==> src/core/imu_ctrl_pkg.sv <==
// Shared constants and types for the filter and serial output control block
package imu_ctrl_pkg;
  // Register byte addresses and widths
  localparam logic [7:0] ADDR_FILTER_CONTROL = 8'h06;
  localparam logic [7:0] ADDR_SERIAL_OUTPUT_CONTROL = 8'h08;
  localparam int REG_W = 16;
  // Field positions
  localparam int FILT_SEL_LSB = 0;
  localparam int FILT_SEL_W = 5;
  localparam int FILT_BUSY_BIT = 5;
  localparam int STREAM_BIT = 0;
  localparam int AUTOSTART_BIT = 1;
  localparam int BAUD_LSB = 8;
  localparam int BAUD_W = 2;
  // Packet content bits that carry delta angle and delta velocity
  localparam int DLTA_BIT = 11;
  localparam int DLTV_BIT = 10;
  // Reset values
  localparam logic [4:0] FILT_SEL_RST = 5'h00;
  localparam logic [1:0] BAUD_RST = 2'h0;
  // Rate code of the fastest sample rate, 2000 samples per second
  localparam logic [7:0] RATE_FASTEST = 8'h00;
  // Marker shown on sensor outputs during a bad rate and filter combination
  localparam logic [15:0] SENSOR_MARKER = 16'h7EF0;
  localparam int SENSOR_N = 7;
  // Filter code boundaries
  localparam logic [1:0] FIR_GROUP = 2'h1;
  localparam logic [2:0] FIR128_GROUP = 3'h4;
  localparam logic [7:0] TAPS_FIR_SHORT = 8'h20;
  localparam logic [7:0] TAPS_FIR_MID = 8'h40;
  localparam logic [7:0] TAPS_FIR_LONG = 8'h80;
  // Timing at a 40 MHz clock
  localparam int CLK_MHZ = 40;
  localparam int FILT_SET_TIME_US = 10;
  localparam int FILT_SET_CYC = FILT_SET_TIME_US * CLK_MHZ;
  localparam int INIT_TIME_US = 800;
  localparam int INIT_CYC = INIT_TIME_US * CLK_MHZ;
  // Baud codes
  typedef enum logic [1:0] {
    BAUD_460K8 = 2'h0,
    BAUD_230K4 = 2'h1,
    BAUD_921K6 = 2'h2
  } baud_t;
  // Settings restored from nonvolatile storage after reset
  typedef struct packed {
    logic [4:0] filt_sel;
    logic [1:0] baud;
    logic autostart;
    logic stream;
  } saved_cfg_t;
  // One transmit request: stream packet or read reply
  typedef struct packed {
    logic reply;
    logic [15:0] content;
    logic [15:0] width;
    logic [15:0] data;
  } tx_req_t;
endpackage

==> src/core/imu_output_ctrl.sv <==
// Filter selection, serial rate and streaming control with transmit buffer
`timescale 1ns/1ps
module imu_output_ctrl #(
  parameter int INIT_CYCLES = imu_ctrl_pkg::INIT_CYC,
  parameter int BUSY_CYCLES = imu_ctrl_pkg::FILT_SET_CYC
) (
  // Clock and reset
  input wire logic clk_sys,
  input wire logic reset,
  // Register access port
  input wire logic reg_wr,
  input wire logic reg_rd,
  input wire logic [7:0] reg_addr,
  input wire logic [15:0] reg_wdata,
  output logic [15:0] reg_rdata_q,
  // Neighbouring settings and restored configuration
  input wire imu_ctrl_pkg::saved_cfg_t saved_cfg,
  input wire logic [7:0] sample_rate_control,
  input wire logic [15:0] packet_content_select,
  input wire logic [15:0] packet_width_select,
  input wire logic sample_tick,
  // Host read command in manual mode
  input wire logic cmd_valid,
  input wire logic [7:0] cmd_addr,
  output logic cmd_ready_q,
  // Transmit request stream
  output imu_ctrl_pkg::tx_req_t tx_q,
  output logic tx_valid_q,
  input wire logic tx_ready,
  // Filter decode, rate and sensor outputs
  output logic filt_fir_q,
  output logic [7:0] filt_taps_q,
  output logic [1:0] filt_cutoff_q,
  output logic [1:0] baud_q,
  output logic delta_ok_q,
  input wire logic set_err,
  input wire logic [6:0][15:0] sensor_in,
  output logic [6:0][15:0] sensor_q
);
  import imu_ctrl_pkg::*;

  typedef enum logic [1:0] {
    ST_INIT = 2'b00,
    ST_IDLE = 2'b01,
    ST_STREAM = 2'b11
  } state_t;
  localparam int CNT_W = $clog2(INIT_CYCLES + BUSY_CYCLES + 1);
  localparam int BUSY_MAX = BUSY_CYCLES;

  state_t st_q, st_d;
  logic [CNT_W-1:0] init_cnt_q, init_cnt_d, busy_cnt_q, busy_cnt_d;
  logic [4:0] filt_sel_q, filt_sel_d;
  logic busy_q, busy_d, stream_q, stream_d, start_q, start_d;
  logic [1:0] baud_d;
  logic fir_d, delta_ok_d, ready_d;
  logic [7:0] taps_d;
  logic [1:0] cutoff_d;
  logic [15:0] rdata_d;
  logic [6:0][15:0] sensor_d;
  tx_req_t s0_q, s0_d, s1_q, s1_d, in_req;
  logic [1:0] cnt_q, cnt_d;
  logic valid_d, pend_q, pend_d, push, pop, wr_filt, wr_uart, live;

  // Register read view; shared by the port and by read replies
  function automatic logic [15:0] rd_word(input logic [7:0] a);
    logic [15:0] w;
    w = '0;
    if (a == ADDR_FILTER_CONTROL) begin
      w[FILT_SEL_LSB +: FILT_SEL_W] = filt_sel_q;
      w[FILT_BUSY_BIT] = busy_q;
    end else if (a == ADDR_SERIAL_OUTPUT_CONTROL) begin
      w[BAUD_LSB +: BAUD_W] = baud_q;
      w[AUTOSTART_BIT] = start_q;
      w[STREAM_BIT] = stream_q;
    end
    return w;
  endfunction

  ////////////////////////////////////////////////////////////////////////////
  // Control registers and sequencing
  // Access during initialisation is ignored; restored values would win
  assign live = (st_q != ST_INIT);
  assign wr_filt = live && reg_wr && (reg_addr == ADDR_FILTER_CONTROL);
  assign wr_uart = live && reg_wr && (reg_addr == ADDR_SERIAL_OUTPUT_CONTROL);

  always_comb begin
    st_d = st_q;
    init_cnt_d = init_cnt_q;
    filt_sel_d = filt_sel_q;
    stream_d = stream_q;
    start_d = start_q;
    baud_d = baud_q;
    busy_d = busy_q;
    busy_cnt_d = busy_cnt_q;
    unique case (st_q)
      ST_INIT: begin
        init_cnt_d = init_cnt_q + 1'b1;
        if (init_cnt_q == CNT_W'(INIT_CYCLES - 1)) begin
          filt_sel_d = saved_cfg.filt_sel;
          baud_d = saved_cfg.baud;
          stream_d = saved_cfg.stream;
          start_d = saved_cfg.autostart;
          // Autostart alone does nothing without streaming
          st_d = (saved_cfg.stream && saved_cfg.autostart) ?
                 ST_STREAM : ST_IDLE;
        end
      end
      ST_IDLE: if (stream_q) st_d = ST_STREAM;
      ST_STREAM: if (!stream_q) st_d = ST_IDLE;
      default: st_d = ST_INIT;
    endcase
    // Busy ends on its own count; a fresh write restarts it
    if (busy_q) begin
      busy_cnt_d = busy_cnt_q + 1'b1;
      if (busy_cnt_q == CNT_W'(BUSY_CYCLES - 1)) busy_d = 1'b0;
    end
    if (wr_filt) begin
      filt_sel_d = reg_wdata[FILT_SEL_LSB +: FILT_SEL_W];
      busy_d = 1'b1;
      busy_cnt_d = '0;
    end
    if (wr_uart) begin
      baud_d = reg_wdata[BAUD_LSB +: BAUD_W];
      stream_d = reg_wdata[STREAM_BIT];
      start_d = reg_wdata[AUTOSTART_BIT];
    end
  end

  // Filter decode from the next selection so outputs track the register
  always_comb begin
    fir_d = 1'b0;
    taps_d = '0;
    cutoff_d = filt_sel_d[1:0];
    if (filt_sel_d[4:3] == 2'h0) begin
      cutoff_d = '0;
      if (filt_sel_d[2:0] != 3'h0) taps_d = 8'h01 << filt_sel_d[2:0];
    end else if (filt_sel_d[4:3] == FIR_GROUP) begin
      fir_d = 1'b1;
      taps_d = filt_sel_d[2] ? TAPS_FIR_MID : TAPS_FIR_SHORT;
    end else if (filt_sel_d[4:2] == FIR128_GROUP) begin
      fir_d = 1'b1;
      taps_d = TAPS_FIR_LONG;
    end else begin
      // Unused codes: no defined filter, reported as none
      cutoff_d = '0;
    end
  end

  // Register read, delta gating and sensor marker
  always_comb begin
    rdata_d = (live && reg_rd) ? rd_word(reg_addr) : '0;
    delta_ok_d = (sample_rate_control != RATE_FASTEST);
    for (int i = 0; i < SENSOR_N; i++) begin
      sensor_d[i] = set_err ? SENSOR_MARKER : sensor_in[i];
    end
  end

  always_ff @(posedge clk_sys) begin
    if (reset) begin
      st_q <= ST_INIT;
      init_cnt_q <= '0;
      busy_cnt_q <= '0;
      filt_sel_q <= FILT_SEL_RST;
      busy_q <= 1'b0;
      stream_q <= 1'b0;
      start_q <= 1'b0;
      baud_q <= BAUD_RST;
      filt_fir_q <= 1'b0;
      filt_taps_q <= '0;
      filt_cutoff_q <= '0;
      reg_rdata_q <= '0;
      delta_ok_q <= 1'b0;
      sensor_q <= '0;
    end else begin
      st_q <= st_d;
      init_cnt_q <= init_cnt_d;
      busy_cnt_q <= busy_cnt_d;
      filt_sel_q <= filt_sel_d;
      busy_q <= busy_d;
      stream_q <= stream_d;
      start_q <= start_d;
      baud_q <= baud_d;
      filt_fir_q <= fir_d;
      filt_taps_q <= taps_d;
      filt_cutoff_q <= cutoff_d;
      reg_rdata_q <= rdata_d;
      delta_ok_q <= delta_ok_d;
      sensor_q <= sensor_d;
    end
  end

  ////////////////////////////////////////////////////////////////////////////
  // Two-entry transmit buffer; a held tick waits rather than being lost
  always_comb begin
    pend_d = pend_q;
    in_req = '0;
    push = 1'b0;
    if (st_q == ST_STREAM && sample_tick) pend_d = 1'b1;
    if (st_q != ST_STREAM) pend_d = 1'b0;
    if (st_q == ST_STREAM) begin
      in_req.content = packet_content_select;
      in_req.width = packet_width_select;
      if (sample_rate_control == RATE_FASTEST) begin
        in_req.content[DLTA_BIT] = 1'b0;
        in_req.content[DLTV_BIT] = 1'b0;
      end
      push = pend_q && (cnt_q != 2'h2);
      if (push) pend_d = sample_tick;
    end else if (cmd_valid && cmd_ready_q) begin
      in_req.reply = 1'b1;
      in_req.data = rd_word(cmd_addr);
      push = 1'b1;
    end
    pop = tx_valid_q && tx_ready;
    s0_d = s0_q;
    s1_d = s1_q;
    cnt_d = cnt_q;
    unique case (cnt_q)
      2'h0: if (push) begin
        s0_d = in_req;
        cnt_d = 2'h1;
      end
      2'h1: begin
        if (pop && push) s0_d = in_req;
        else if (push) begin
          s1_d = in_req;
          cnt_d = 2'h2;
        end else if (pop) cnt_d = 2'h0;
      end
      2'h2: if (pop) begin
        s0_d = s1_q;
        cnt_d = 2'h1;
      end
      default: cnt_d = 2'h0;
    endcase
    valid_d = (cnt_d != 2'h0);
    // Replies are taken only in manual mode and with a free slot
    ready_d = live && (cnt_d != 2'h2) && (st_d != ST_STREAM);
  end

  always_ff @(posedge clk_sys) begin
    if (reset) begin
      s0_q <= '0;
      s1_q <= '0;
      cnt_q <= '0;
      pend_q <= 1'b0;
      tx_valid_q <= 1'b0;
      cmd_ready_q <= 1'b0;
    end else begin
      s0_q <= s0_d;
      s1_q <= s1_d;
      cnt_q <= cnt_d;
      pend_q <= pend_d;
      tx_valid_q <= valid_d;
      cmd_ready_q <= ready_d;
    end
  end
  assign tx_q = s0_q;
endmodule // imu_output_ctrl

==> config.mk <==
export PLATFORM = sky130hd
export DESIGN_NAME = imu_output_ctrl
export DESIGN_NICKNAME = d
export VERILOG_FILES = /design/src/core/imu_ctrl_pkg.sv /design/src/core/imu_output_ctrl.sv
export SDC_FILE = /design/constraint.sdc
export NUM_CORES = 1
export LEC_CHECK = 0
export ABC_AREA = 1
export CORE_ASPECT_RATIO = 1.4
export CORE_UTILIZATION = 30
export DETAILED_ROUTE_END_ITERATION = 6
export DONT_BUFFER_PORTS = 1
export GPL_TIMING_DRIVEN = 1
export SYNTH_ARGS = -nofsm -noshare
export SYNTH_HDL_FRONTEND = slang
export SYNTH_SLANG_ARGS = --single-unit
==> constraint.sdc <==
create_clock -name clk_sys -period 2 [get_ports clk_sys]
set_input_delay 0.4 -clock clk_sys [delete_from_list [all_inputs] [get_ports clk_sys]]
set_output_delay 0.4 -clock clk_sys [all_outputs]
set_load 0.005 [all_outputs]
Word level (Yosys, flattened, before mapping)
Index checks and enable logic that the tools add are counted.
{ "classes": {"add_sub_neg": 2, "n_mul": 0, "div_mod_pow": 0, "order_cmp": 0, "eq_ne": 19, "n_shift": 1, "muxes": 64, "bitwise_logic": 4, "n_reduce_logical": 32} }
{ "ops": {"columns": ["operator", "count"], "rows": [
  ["49-bit two-way mux", 3],
  ["49-bit one-hot mux with 3 select lines", 1],
  ["15-bit two-way mux", 7],
  ["2-bit two-way mux", 21],
  ["32-bit two-way mux", 1],
  ["8-bit two-way mux", 4],
  ["15-bit by 1-bit adder with 15-bit output (second input constant)", 2],
  ["10-bit two-way mux", 2],
  ["1-bit two-way mux", 18],
  ["8-bit by 3-bit == test with 1-bit output (second input constant)", 2],
  ["8-bit by 4-bit == test with 1-bit output (second input constant)", 2],
  ["15-bit == test (second input constant)", 1],
  ["15-bit by 9-bit == test with 1-bit output (second input constant)", 1],
  ["5-bit two-way mux", 3],
  ["2-bit inequality test (second input constant)", 7],
  ["1-bit logical AND", 12],
  ["2-bit one-hot mux with 3 select lines", 2],
  ["8-bit logical NOT", 1],
  ["2-bit nonzero test", 4],
  ["8-bit nonzero test", 1],
  ["2-bit OR reduction", 4],
  ["1-bit by 3-bit left shift with 8-bit output (first input constant)", 1],
  ["7-bit two-way mux", 1],
  ["2-bit by 1-bit == test with 1-bit output (second input constant)", 3],
  ["11 further kinds", 18]
]} }
{ "word_totals": {"register_bits": 285, "latchBits": 0, "mem_bits_rw": 0, "rom_bits": 0, "input_bits": 201, "output_inout_bits": 193, "elab_cells": 164, "n_memories": 0} }

Logic depth before layout (Yosys ltp)
Gate-level depths: netlist of run 1.
{ "logic_depth": {"word_depth": 9, "ltp_mapped": 14, "depth_no_buf": 14} }

Least setup slack after synthesis of run 1
OpenSTA, ideal clock, no wires.
{ "synth_timing": {"path_type": "flip-flop to flip-flop", "startpoint": "reg init_cnt_q[1]", "endpoint": "reg filt_taps_q[2]", "setup_ns": 0.112, "arrival_time_ns": 1.511, "slack_ns": 0.377, "stages_incl_launch_ff": 13, "path_buffers": 0, "cell_sequence": "dfxtp_1 ha_1 nand2_2 inv_1 nand2_2 nor2_4 nand2_4 nand2_1 nand3_1 o21ai_2 nand3_2 nand3b_4 nor2_2"} }
{ "synth_via": {"elab_chain_len": 7} }
{ "synth_lines": {"columns": ["item", "line", "text"], "rows": [
  ["from (decl)", "imu_output_ctrl.sv:51", "logic [CNT_W-1:0] init_cnt_q, init_cnt_d, busy_cnt_q, busy_cnt_d;"],
  ["from (signal assigned)", "imu_output_ctrl.sv:176", "init_cnt_q <= init_cnt_d;"],
  ["15-bit == test (*)", "imu_output_ctrl.sv:98", "if (init_cnt_q == CNT_W'(INIT_CYCLES - 1)) begin"],
  ["5-bit two-way mux (*)", "imu_output_ctrl.sv:98", null],
  ["5-bit two-way mux (*)", "imu_output_ctrl.sv:95", "unique case (st_q)"],
  ["5-bit two-way mux (*)", "imu_output_ctrl.sv:117", "if (wr_filt) begin"],
  ["2-bit by 1-bit == test with 1-bit output (tied with other cells)", "imu_output_ctrl.sv:137", "end else if (filt_sel_d[4:3] == FIR_GROUP) begin"],
  ["8-bit two-way mux, on equally long branches", "imu_output_ctrl.sv:137, imu_output_ctrl.sv:136", null],
  ["8-bit two-way mux (*)", "imu_output_ctrl.sv:134", "if (filt_sel_d[4:3] == 2'h0) begin"],
  ["to (signal assigned)", "imu_output_ctrl.sv:184", "filt_taps_q <= taps_d;"],
  ["to (decl)", "imu_output_ctrl.sv:32", "output logic [7:0] filt_taps_q,"]
]} }
Mark *: on every way between the ends. The rest lies on a longest branch, timed or not.
A chain may end at the register's enable or synchronous reset.

Worst setup path in the final report of run 1
{ "layout_timing": {"startpoint": "reg init_cnt_q[1]", "endpoint": "reg filt_taps_q[1]"} }
The elaborated chain is that of the path after synthesis.

==> results of run 1 <==
[state kept, by name (all words and copies together), names as in the netlist, 2 cells and up]
register / flops
filt_taps_q: 8
filt_cutoff_q: 2
init_cnt_q: 15
busy_cnt_q: 15
s1_q: 41
filt_sel_q: 5
st_q: 2
tx_q: 41
baud_q: 2
sensor_q: 112
reg_rdata_q: 8
cnt_q: 2
[kinds of logic (layout without fill, tap and decap cells)]
| logic type | Yosys count | in the layout | synth area share, % |
|---|---|---|---|
| adder cells (fa/ha/maj) | 2 | 2 | 0.257 |
| other | 1 | 18 | 0.0385 |
| buffers and inverters | 203 | 357 | 8.76 |
| AND/OR/NAND/NOR | 571 | 571 | 25.7 |
| XOR/XNOR | 4 | 4 | 0.360 |
| AO/OA/AOI/OAI | 201 | 201 | 11.3 |
| flip-flops | 261 | 261 | 53.6 |
[cell usage in the layout, fill, tap and decap left out, types with 3 or more instances in the layout]
cell type,synthesis,routed
a21oi_1,78,77
a31oi_1,27,27
buf_12,0,3
buf_4,17,21
bufinv_16,0,6
clkbuf_16,0,27
clkinv_4,0,5
clkinvlp_4,0,4
conb_1,1,17
dfxtp_1,261,259
dlygate4sd3_1,0,158
inv_1,117,116
inv_2,7,8
inv_6,0,3
nand2_1,181,179
nand2_2,12,14
nand2_4,6,6
nand3_1,34,34
nand3_2,7,7
nand3b_1,4,4
nand4_1,9,9
nor2_1,280,279
nor2_2,10,11
nor2_4,4,4
nor3_1,10,10
nor4_1,4,4
o21a_1,4,4
o21ai_0,69,69
o21ai_1,8,8
o31ai_1,7,7
xor2_1,4,4
[critical path: cells and delay by family (launching register included)]
family	cells	cell delay (ns)
adder cells (fa/ha/maj)	1	0.19
buffers and inverters	2	0.18
flip-flops	1	0.35
AND/OR/NAND/NOR	10	1.07
[worst min path at each step]
stage / slack [ns] / cells after the start / start / to
CTS: 0.002 / 2 / sensor_in[14] / sensor_q[14]
finish: 0.03 / 2 / packet_width_select[0] / s1_q[16]
global placement: 0.45 / 2 / s1_q[39] / s1_q[39]
floorplan: 0.44 / 2 / filt_sel_q[4] / reg_rdata_q[4]
global route: 0.01 / 2 / reg_wdata[9] / baud_q[1]
detailed placement: 0.45 / 2 / s1_q[38] / s1_q[38]
[per-layer routing]
metal  part of all wire (%)  vias up  global-route usage [%]
met3                    8.9       53                    5.73
li1                       -     4184                       -
met5                      0        -                       0
met4                    2.9        0                    6.01
met1                     37     3801                    18.0
met2                     51      336                    32.8
[Yosys cell counts, types with 2 or more instances]
library cell	instances	share of area, %
nor2_1	280	11
dfxtp_1	261	54
nand2_1	181	7.0
inv_1	117	4.5
a21oi_1	78	4.0
o21ai_0	69	3.5
clkbuf_1	45	1.7
nand3_1	34	1.7
a31oi_1	27	1.7
buf_4	17	1.3
buf_2	16	0.82
nand2_2	12	0.77
nor2_2	10	0.64
nor3_1	10	0.51
nand4_1	9	0.58
o21ai_1	8	0.41
inv_2	7	0.27
nand3_2	7	0.72
o31ai_1	7	0.54
nand2_4	6	0.69
nand3b_1	4	0.31
nor2_4	4	0.46
nor4_1	4	0.26
o21a_1	4	0.31
xor2_1	4	0.36
a211oi_1	2	0.15
ha_1	2	0.26
or2_0	2	0.13
[power breakdown]
group / internal, mW / switching, mW / leakage [nW]
logic: 0.298 / 0.221 / 2.71
clock network: 3.36 / 2.22 / 0.476
registers: 5.34 / 0.101 / 2.14
total: 8.99 / 2.54 / 5.32
[per-stage QoR]
| stage | instances | hold WS [ns] | utilization (%) |
|---|---|---|---|
| final | 1809 | 0.0283 | 40.1 |
| after global routing | 1808 | 0.0129 | 40.1 |
| after CTS | 1805 | 0.00175 | 40.0 |
| after detailed placement | 1597 | 0.450 | 31.8 |
| after global placement | 1597 | 0.446 | 31.8 |
| after floorplan | 1259 | 0.444 | - |
[what timing repair did]
item                                    CTS  global route
endpoints found under the hold margin   174             1
hold buffers                            158             1
endpoints found under the setup margin    0             7
resized for setup                         0             6
setup buffers                             0             2
[layout make-up]
cell class / count / area, um^2 / share of cell area [%]
clock buffers: 30 / 707 / 5.54
multi-input cells: 795 / 3750 / 29.4
flip-flops and latches: 261 / 5230 / 41.0
repair buffers: 183 / 1830 / 14.3
clock inverters: 20 / 290 / 2.27
inverters: 124 / 465 / 3.65
diodes: 1 / 2.50 / 0.0196
well taps: 395 / 494 / 3.87
==> out/results.tsv, run 1 <==
metric	value	unit
HPWL Detailed	20400	um
DR WL/cell	16.6	um
crit end category	register	
Fin Setup TNS	0	ns
CTS root buffer	clkbuf_16	
sequential-to-total area share from yosys stat	53.6	%
Die Y	215	um
Peak Freq	0.539	GHz
setup ws final	0.146	ns
reg2reg end	filt_taps_q[1]	
Post-Syn Instances	1243	
measured slew at the worst slew-check pin	0.773	ns
Max stage delay on crit path	0.35	ns
RSZ-0062 raised after global routing	no	
GPL Wtd Cong	0.845	
total power	11.5	mW
Final Instance Area	12800	um^2
status	finished, final reports clean	
Tot GR Track Use	17.5	%
drt via density	4.63	
number of I/O pins	394	
Worst Clk Skew	0.00777	ns
post-synthesis cell area	9740	um^2
I/O Buffers	0	
gr ovfl total	0	
CP Data Required Time	2.48	ns
Place WS	0.142	ns
worst r2r path cells	13	
Clock transition at path regs	0.07	ns
syn avg cell area	7.84	um^2
Skew-Pair Late Insertion Delay	0.55	ns
fillers	3136	
CTS max path bufs	3	
Die ar.	33200	um^2
vias	8374	
Final Hold Fails	0	
Critical Path Source	init_cnt_q[1]	
chip width	154	um
layout cells sized above 1	9.70	%
Inserted Clock Buffers	27	
Slew HR	48.5	%
r2r setup slk	0.15	ns
maxcap violations	0	
Final setup viols	0	
power density cells	904	nW/um^2
DRC viols	0	
Sink Count	261	
Final ANT Viol Nets	0	
Critical Path Fanout Max	6	
Critical Path AT	2.34	ns
Yosys reg bits	261	
Core ar.	31800	um^2
Critical Path Slowest Stage Cell	dfxtp_2	
CTS tree	built	
Placed Area	10100	um^2
Startpoint Class	register	
Rows	77	
Final Cycle Share	92.7	%
synth unique cells	44	
Synth Flop Type	dfxtp_1	
Async SR Flop Fraction	0	%
Slew Limit Fails	0	
synth-to-layout area growth	31.0	%
Worst R2R Start	init_cnt_q[1]	
end of the critical path	filt_taps_q[1]	
H-Tree Depth	1	
IR drop worst, VDD	736	uV
Lkg Pwr	5.32	nW
number of synthesized flops with an enable pin	0	
starting density of the core	30.6	%
drt total wl	30000	um
router iterations before antenna repair	5	
hold crit path type	input pin to register	
initial antenna violation count	0	
Final min period	1.85	ns
First DRT Iteration DRCs	471	
WS Path Type	register to register	
global-route wire length before repair	44800	um
yosys warns	0	
worst-path cell chain	ha_2, nand2_2, inv_1, nand2_2, nor2_4, nand2_4, nand2_1, nand3_2, nand2_4, inv_1, nor2_2, nand2_1, nor2_2	
largest net degree at the start of global routing	89	
Nets	1595	
vias in the first global route	8144	
Power figures use the tool's default switching activity.
==> run 2, diff against run 1 <==
- PLACE_DENSITY_LB_ADDON: default -> 0.15
==> out/results.tsv, run 2 (synthesized netlist as in run 1, its figures left out) <==
metric	value	unit	change
status	finished, final reports clean		
starting density of the core	30.6	%	unchanged
RSZ-0062 raised after global routing	no		
router iterations before antenna repair	4		-1
Critical Path Fanout Max	9		+3
measured slew at the worst slew-check pin	0.772	ns	-0.000745 ns
hold crit path type	input pin to register		
fillers	3228		+2.9%
synth-to-layout area growth	29.6	%	
I/O Buffers	0		unchanged
final hold slack	0.0268	ns	-0.00149 ns
Die ar.	33200	um^2	unchanged
Worst Clk Skew	0.0109	ns	+0.00316 ns
Sequential Power Share	48.1	%	+1.0 points
Die Y	215	um	unchanged
hold path start	reset		
Placed Area	10100	um^2	-0.25%
Critical Path AT	2.39	ns	+0.05 ns
Startpoint Class	register		
number of I/O pins	394		unchanged
gr ovfl total	0		unchanged
DR WL/cell	17.9	um	+7.6%
end of the critical path	s1_q[48]		
CTS tree	built		
r2r setup slk	0.11	ns	-0.04 ns
initial antenna violation count	2		+2
Final Cycle Share	94.7	%	+2.0 points
setup ws final	0.106	ns	-0.0394 ns
Final min period	1.89	ns	+0.0394 ns
Largest Register	sensor_q		
H-Tree Depth	1		unchanged
CP Data Required Time	2.50	ns	+0.02 ns
Tot GR Track Use	19.1	%	+1.6 points
Final ANT Viol Nets	0		unchanged
Clock Power Share	47.4	%	-1.0 points
worst r2r path cells	10		-3
Core ar.	31800	um^2	unchanged
GPL Wtd Cong	0.773		-8.5%
layout cells sized above 1	9.52	%	-0.18 points
CTS root buffer	clkbuf_16		
WS Path Type	register to register		
global-route wire length before repair	48400	um	+8.0%
Slew HR	48.5	%	+0.050 points
combinational power share	4.5	%	about the same
drt via density	4.65		+0.35%
P_int	8.82	mW	-1.9%
vias in the first global route	8407		+3.2%
Final Hold Fails	0		unchanged
Final Instance Area	12600	um^2	-1.0%
maxcap violations	0		unchanged
vias	8380		+0.072%
CTS max path bufs	3		unchanged
crit end category	register		
Clock transition at path regs	0.07	ns	about the same
Place WS	0.0521	ns	-0.0895 ns
Skew-Pair Late Insertion Delay	0.55	ns	about the same
Nets	1590		-0.31%
reg2reg end	s1_q[48]		
Sink Count	261		unchanged
Slew Limit Fails	0		unchanged
Fin Setup TNS	0	ns	unchanged
most common cell after layout, fill and taps aside	nor2_1		
Lkg Pwr	5.28	nW	-0.80%
largest net degree at the start of global routing	90		+1.1%
sw power	2.51	mW	-1.0%
power density cells	897	nW/um^2	-0.74%
IR drop worst, VDD	721	uV	-2.0%
commonest non-fill, non-tap cells in the layout	nor2_1, dfxtp_1, nand2_1		
Rows	77		unchanged
Final setup viols	0		unchanged
Util after Layout	39.7	%	-0.41 points
drt total wl	32200	um	+7.3%
chip width	154	um	unchanged
switching power share of the total	22.2	%	+0.16 points
max reg flops	112		unchanged
DRC viols	0		unchanged
hold path depth	1		-1
Inserted Clock Buffers	27		unchanged
First DRT Iteration DRCs	398		-15%
Worst R2R Start	st_q[0]		
Peak Freq	0.528	GHz	-2.1%
HPWL Detailed	22100	um	+8.1%
Critical Path Source	st_q[0]		
==> run 2: cell types whose count changed in the layout (fill, tap and decap cells not counted), moves of 2 or more <==
cell / change
clkinv_2: +2
clkbuf_8: +3
clkbuf_1: +4
clkinv_4: -4
bufinv_16: -2
inv_6: -2
dlygate4sd3_1: -4
buf_12: -2
==> run 2: power groups by stage <==
stage / logic, mW / registers (mW) / clock network (mW)
2_1_floorplan: 0.241 / 5.50 / 0
3_3_place_gp: 0.211 / 5.57 / 0
3_5_place_dp: 0.221 / 5.56 / 0
4_1_cts: 0.501 / 5.45 / 5.52
5_1_grt: 0.567 / 5.45 / 5.72
6_report: 0.512 / 5.45 / 5.37
==> run 2: per-stage QoR <==
step | instances | total power, mW
floorplan | 1259 | 5.74
global placement | 1597 | 5.78
detailed placement | 1597 | 5.79
CTS | 1802 | 11.5
global route | 1804 | 11.7
finish | 1804 | 11.3
==> run 2: area by class of cell <==
class / count / area, um^2 / share of cell area [%]
sequential: 261 / 5230 / 41.4
multi-input combinational: 795 / 3740 / 29.6
timing repair buffer: 178 / 1750 / 13.9
clock buffer: 37 / 763 / 6.04
tap: 395 / 494 / 3.91
inverter: 124 / 465 / 3.68
clock inverter: 13 / 180 / 1.43
antenna: 1 / 2.50 / 0.0198
==> run 2: worst min-delay path by stage <==
stage	endpoint	slack (ns)
6_report	sensor_q[60]	0.03
4_1_cts	stream_q	0.001
2_1_floorplan	reg_rdata_q[4]	0.44
3_3_place_gp	s1_q[19]	0.45
3_5_place_dp	s1_q[37]	0.45
5_1_grt	baud_q[0]	0.02
==> run 2: timing repair <==
item / 4_1_cts / 5_1_grt
gates resized for setup: 0 / 7
buffers inserted: 0 / 1
hold buffers: 155 / 0
endpoints found under the setup margin: 0 / 8
hold endpoints to repair: 173 / 0
==> run 2: critical path: stages, from the launching register on <==
cell and delay (ns):
dfxtp_2 0.37, nand2_2 0.09, inv_2 0.07, nand3_1 0.06
nand2_1 0.12, nand3_2 0.11, buf_4 0.19, nor2_4 0.14
a21oi_1 0.06, nor2_1 0.08, dlygate4sd3_1 0.55
==> run 2: layer usage <==
layer  vias up  routed length, um  share of wire, %  GRT usage, %
met5         -                  0                 0             0
met4         0               1120               3.5          7.66
met3        67               1740               5.4          3.89
met2       288              16600                51          35.2
met1      3839              12800                40          21.1
li1       4186                  -                 -             -
==> run 3, diff against run 2 <==
- CELL_PAD_IN_SITES_DETAIL_PLACEMENT: default -> 0
- CELL_PAD_IN_SITES_GLOBAL_PLACEMENT: default -> 2
==> out/results.tsv, run 3 (synthesized netlist as in run 1, its figures left out) <==
metric	value	unit	change
number of I/O pins	394		unchanged
sequential cell area	5230	um^2	about the same
Lkg Pwr	5.13	nW	-2.8%
Final ANT Viol Nets	0		unchanged
most frequent CP cell	nor2_1		
end of the critical path	st_q[0]		
Critical Path Fanout Max	6		-3
Clock transition at path regs	0.07	ns	about the same
measured slew at the worst slew-check pin	0.894	ns	+0.122 ns
CTS tree	built		
gr ovfl total	0		unchanged
fillers	3215		-0.40%
CP Data Required Time	2.48	ns	-0.02 ns
global-route wire length before repair	47300	um	-2.3%
Largest Register	sensor_q		
ANT cells	0		-1
CTS max path bufs	3		unchanged
DR WL/cell	17.5	um	-2.3%
Rows	77		unchanged
starting density of the core	30.6	%	unchanged
Final setup viols	0		unchanged
worst r2r path cells	10		unchanged
Slew HR	40.2	%	-8.4 points
Skew-Pair Late Insertion Delay	0.54	ns	about the same
RSZ-0062 raised after global routing	yes		
Final Hold Fails	0		unchanged
CTS root buffer	clkbuf_16		
Final Cycle Share	92.5	%	-2.2 points
I/O Buffers	0		unchanged
stages on the worst setup path	10		unchanged
worst-path cell chain	ha_2, nand2_2, nor2_2, nand2_1, nor2_1, nand2_1, inv_2, nor2_1, nor2_1, dlygate4sd3_1		
Tot GR Track Use	18.3	%	-0.74 points
maxcap violations	0		unchanged
Max stage delay on crit path	0.54	ns	about the same
layout cells sized above 1	10.2	%	+0.70 points
Core ar.	31800	um^2	unchanged
GPL Wtd Cong	0.764		-1.3%
crit end category	register		
CP top delay family	buffers and inverters		
largest net degree at the start of global routing	90		unchanged
Peak Freq	0.541	GHz	+2.4%
hold path start	sensor_in[110]		
Critical Path Source	init_cnt_q[1]		
Startpoint Class	register		
vias	8204		-2.1%
area of the multi-input gates	3730	um^2	-0.20%
First DRT Iteration DRCs	284		-29%
drt total wl	31000	um	-3.8%
chip width	154	um	unchanged
Sink Count	261		unchanged
IR drop worst, VDD	665	uV	-7.8%
WS Path Type	register to register		
Nets	1563		-1.7%
synth-to-layout area growth	27.0	%	
Fin Setup TNS	0	ns	unchanged
r2r setup slk	0.15	ns	+0.04 ns
WP buf/inv	2		-1
status	finished, final reports clean		
Worst R2R Start	init_cnt_q[1]		
hold crit path type	input pin to register		
Critical Path AT	2.33	ns	-0.06 ns
Slew Limit Fails	0		unchanged
Die ar.	33200	um^2	unchanged
power density cells	904	nW/um^2	+0.78%
max reg flops	112		unchanged
total power	11.2	mW	-1.2%
Inserted Clock Buffers	27		unchanged
DRC viols	0		unchanged
reg2reg end	st_q[0]		
initial antenna violation count	0		-2
H-Tree Depth	1		unchanged
Worst Clk Skew	0.0162	ns	+0.00526 ns
router iterations before antenna repair	4		unchanged
vias in the first global route	8499		+1.1%
Die Y	215	um	unchanged
Critical Path Slowest Stage Cell	dlygate4sd3_1		
Final min period	1.85	ns	-0.0441 ns
most common cell after layout, fill and taps aside	nor2_1		
HPWL Detailed	20800	um	-5.8%
commonest non-fill, non-tap cells in the layout	nor2_1, dfxtp_1, nand2_1		
drt via density	4.62		-0.50%
## run 3: cell types whose count changed in the layout (fill, tap and decap cells not counted), moves of 3 or more
cell           previous run  this run
buf_12                    1         5
clkbuf_1                  5         1
clkinv_2                  4         1
clkinv_4                  1         5
dlygate4sd3_1           154       122
inv_6                     1         6
## run 3: worst min-delay path by stage
| stage | endpoint | slack, ns | cells past startpoint |
|---|---|---|---|
| 6_report | sensor_q[110] | 0.03 | 2 |
| 5_1_grt | sensor_q[110] | 0.002 | 2 |
| 4_1_cts | s1_q[21] | 0.002 | 2 |
| 3_5_place_dp | s1_q[17] | 0.45 | 2 |
| 3_3_place_gp | s1_q[47] | 0.45 | 2 |
| 2_1_floorplan | reg_rdata_q[4] | 0.44 | 2 |
## run 3: final cells by class
type,count,area share (%)
inverters,124,3.76
clock buffers,31,5.82
repair buffers,151,12.3
flip-flops and latches,261,42.2
well taps,395,3.99
clock inverters,18,1.73
multi-input cells,795,30.2
## run 3: timing repair
item / in CTS / in global routing
hold buffers: 122 / 1
gates resized for setup: 0 / 6
setup buffers: 0 / 2
endpoints found under the hold margin: 167 / 14
endpoints found under the setup margin: 0 / 11
## run 3: routing by layer
metal / up-vias / track usage (%) / wire [um]
li1: 4125 / - / -
met1: 3743 / 19.2 / 11700
met2: 287 / 34.4 / 16200
met3: 49 / 5.32 / 2330
met4: 0 / 6.27 / 802
met5: - / 0 / 0
## run 3: stage by stage
step           hold slack [ns]  setup slack, ns  cell area, um^2  std cells  utilization [%]
6_report                0.0257            0.151            12400       1775             38.9
5_1_grt                0.00242          -0.0175            12400       1775             38.9
4_1_cts                0.00225           0.0293            12300       1772             38.8
3_5_place_dp             0.451            0.125            10200       1601             32.0
3_3_place_gp             0.448            0.142            10200       1601             32.0
2_1_floorplan            0.444            0.377             9800       1259                -
## run 3: report_power, final
group	switching, mW	internal, mW	total (mW)
Combinational	0.216	0.250	0.466
Clock	2.27	3.03	5.30
Sequential	0.0905	5.33	5.42
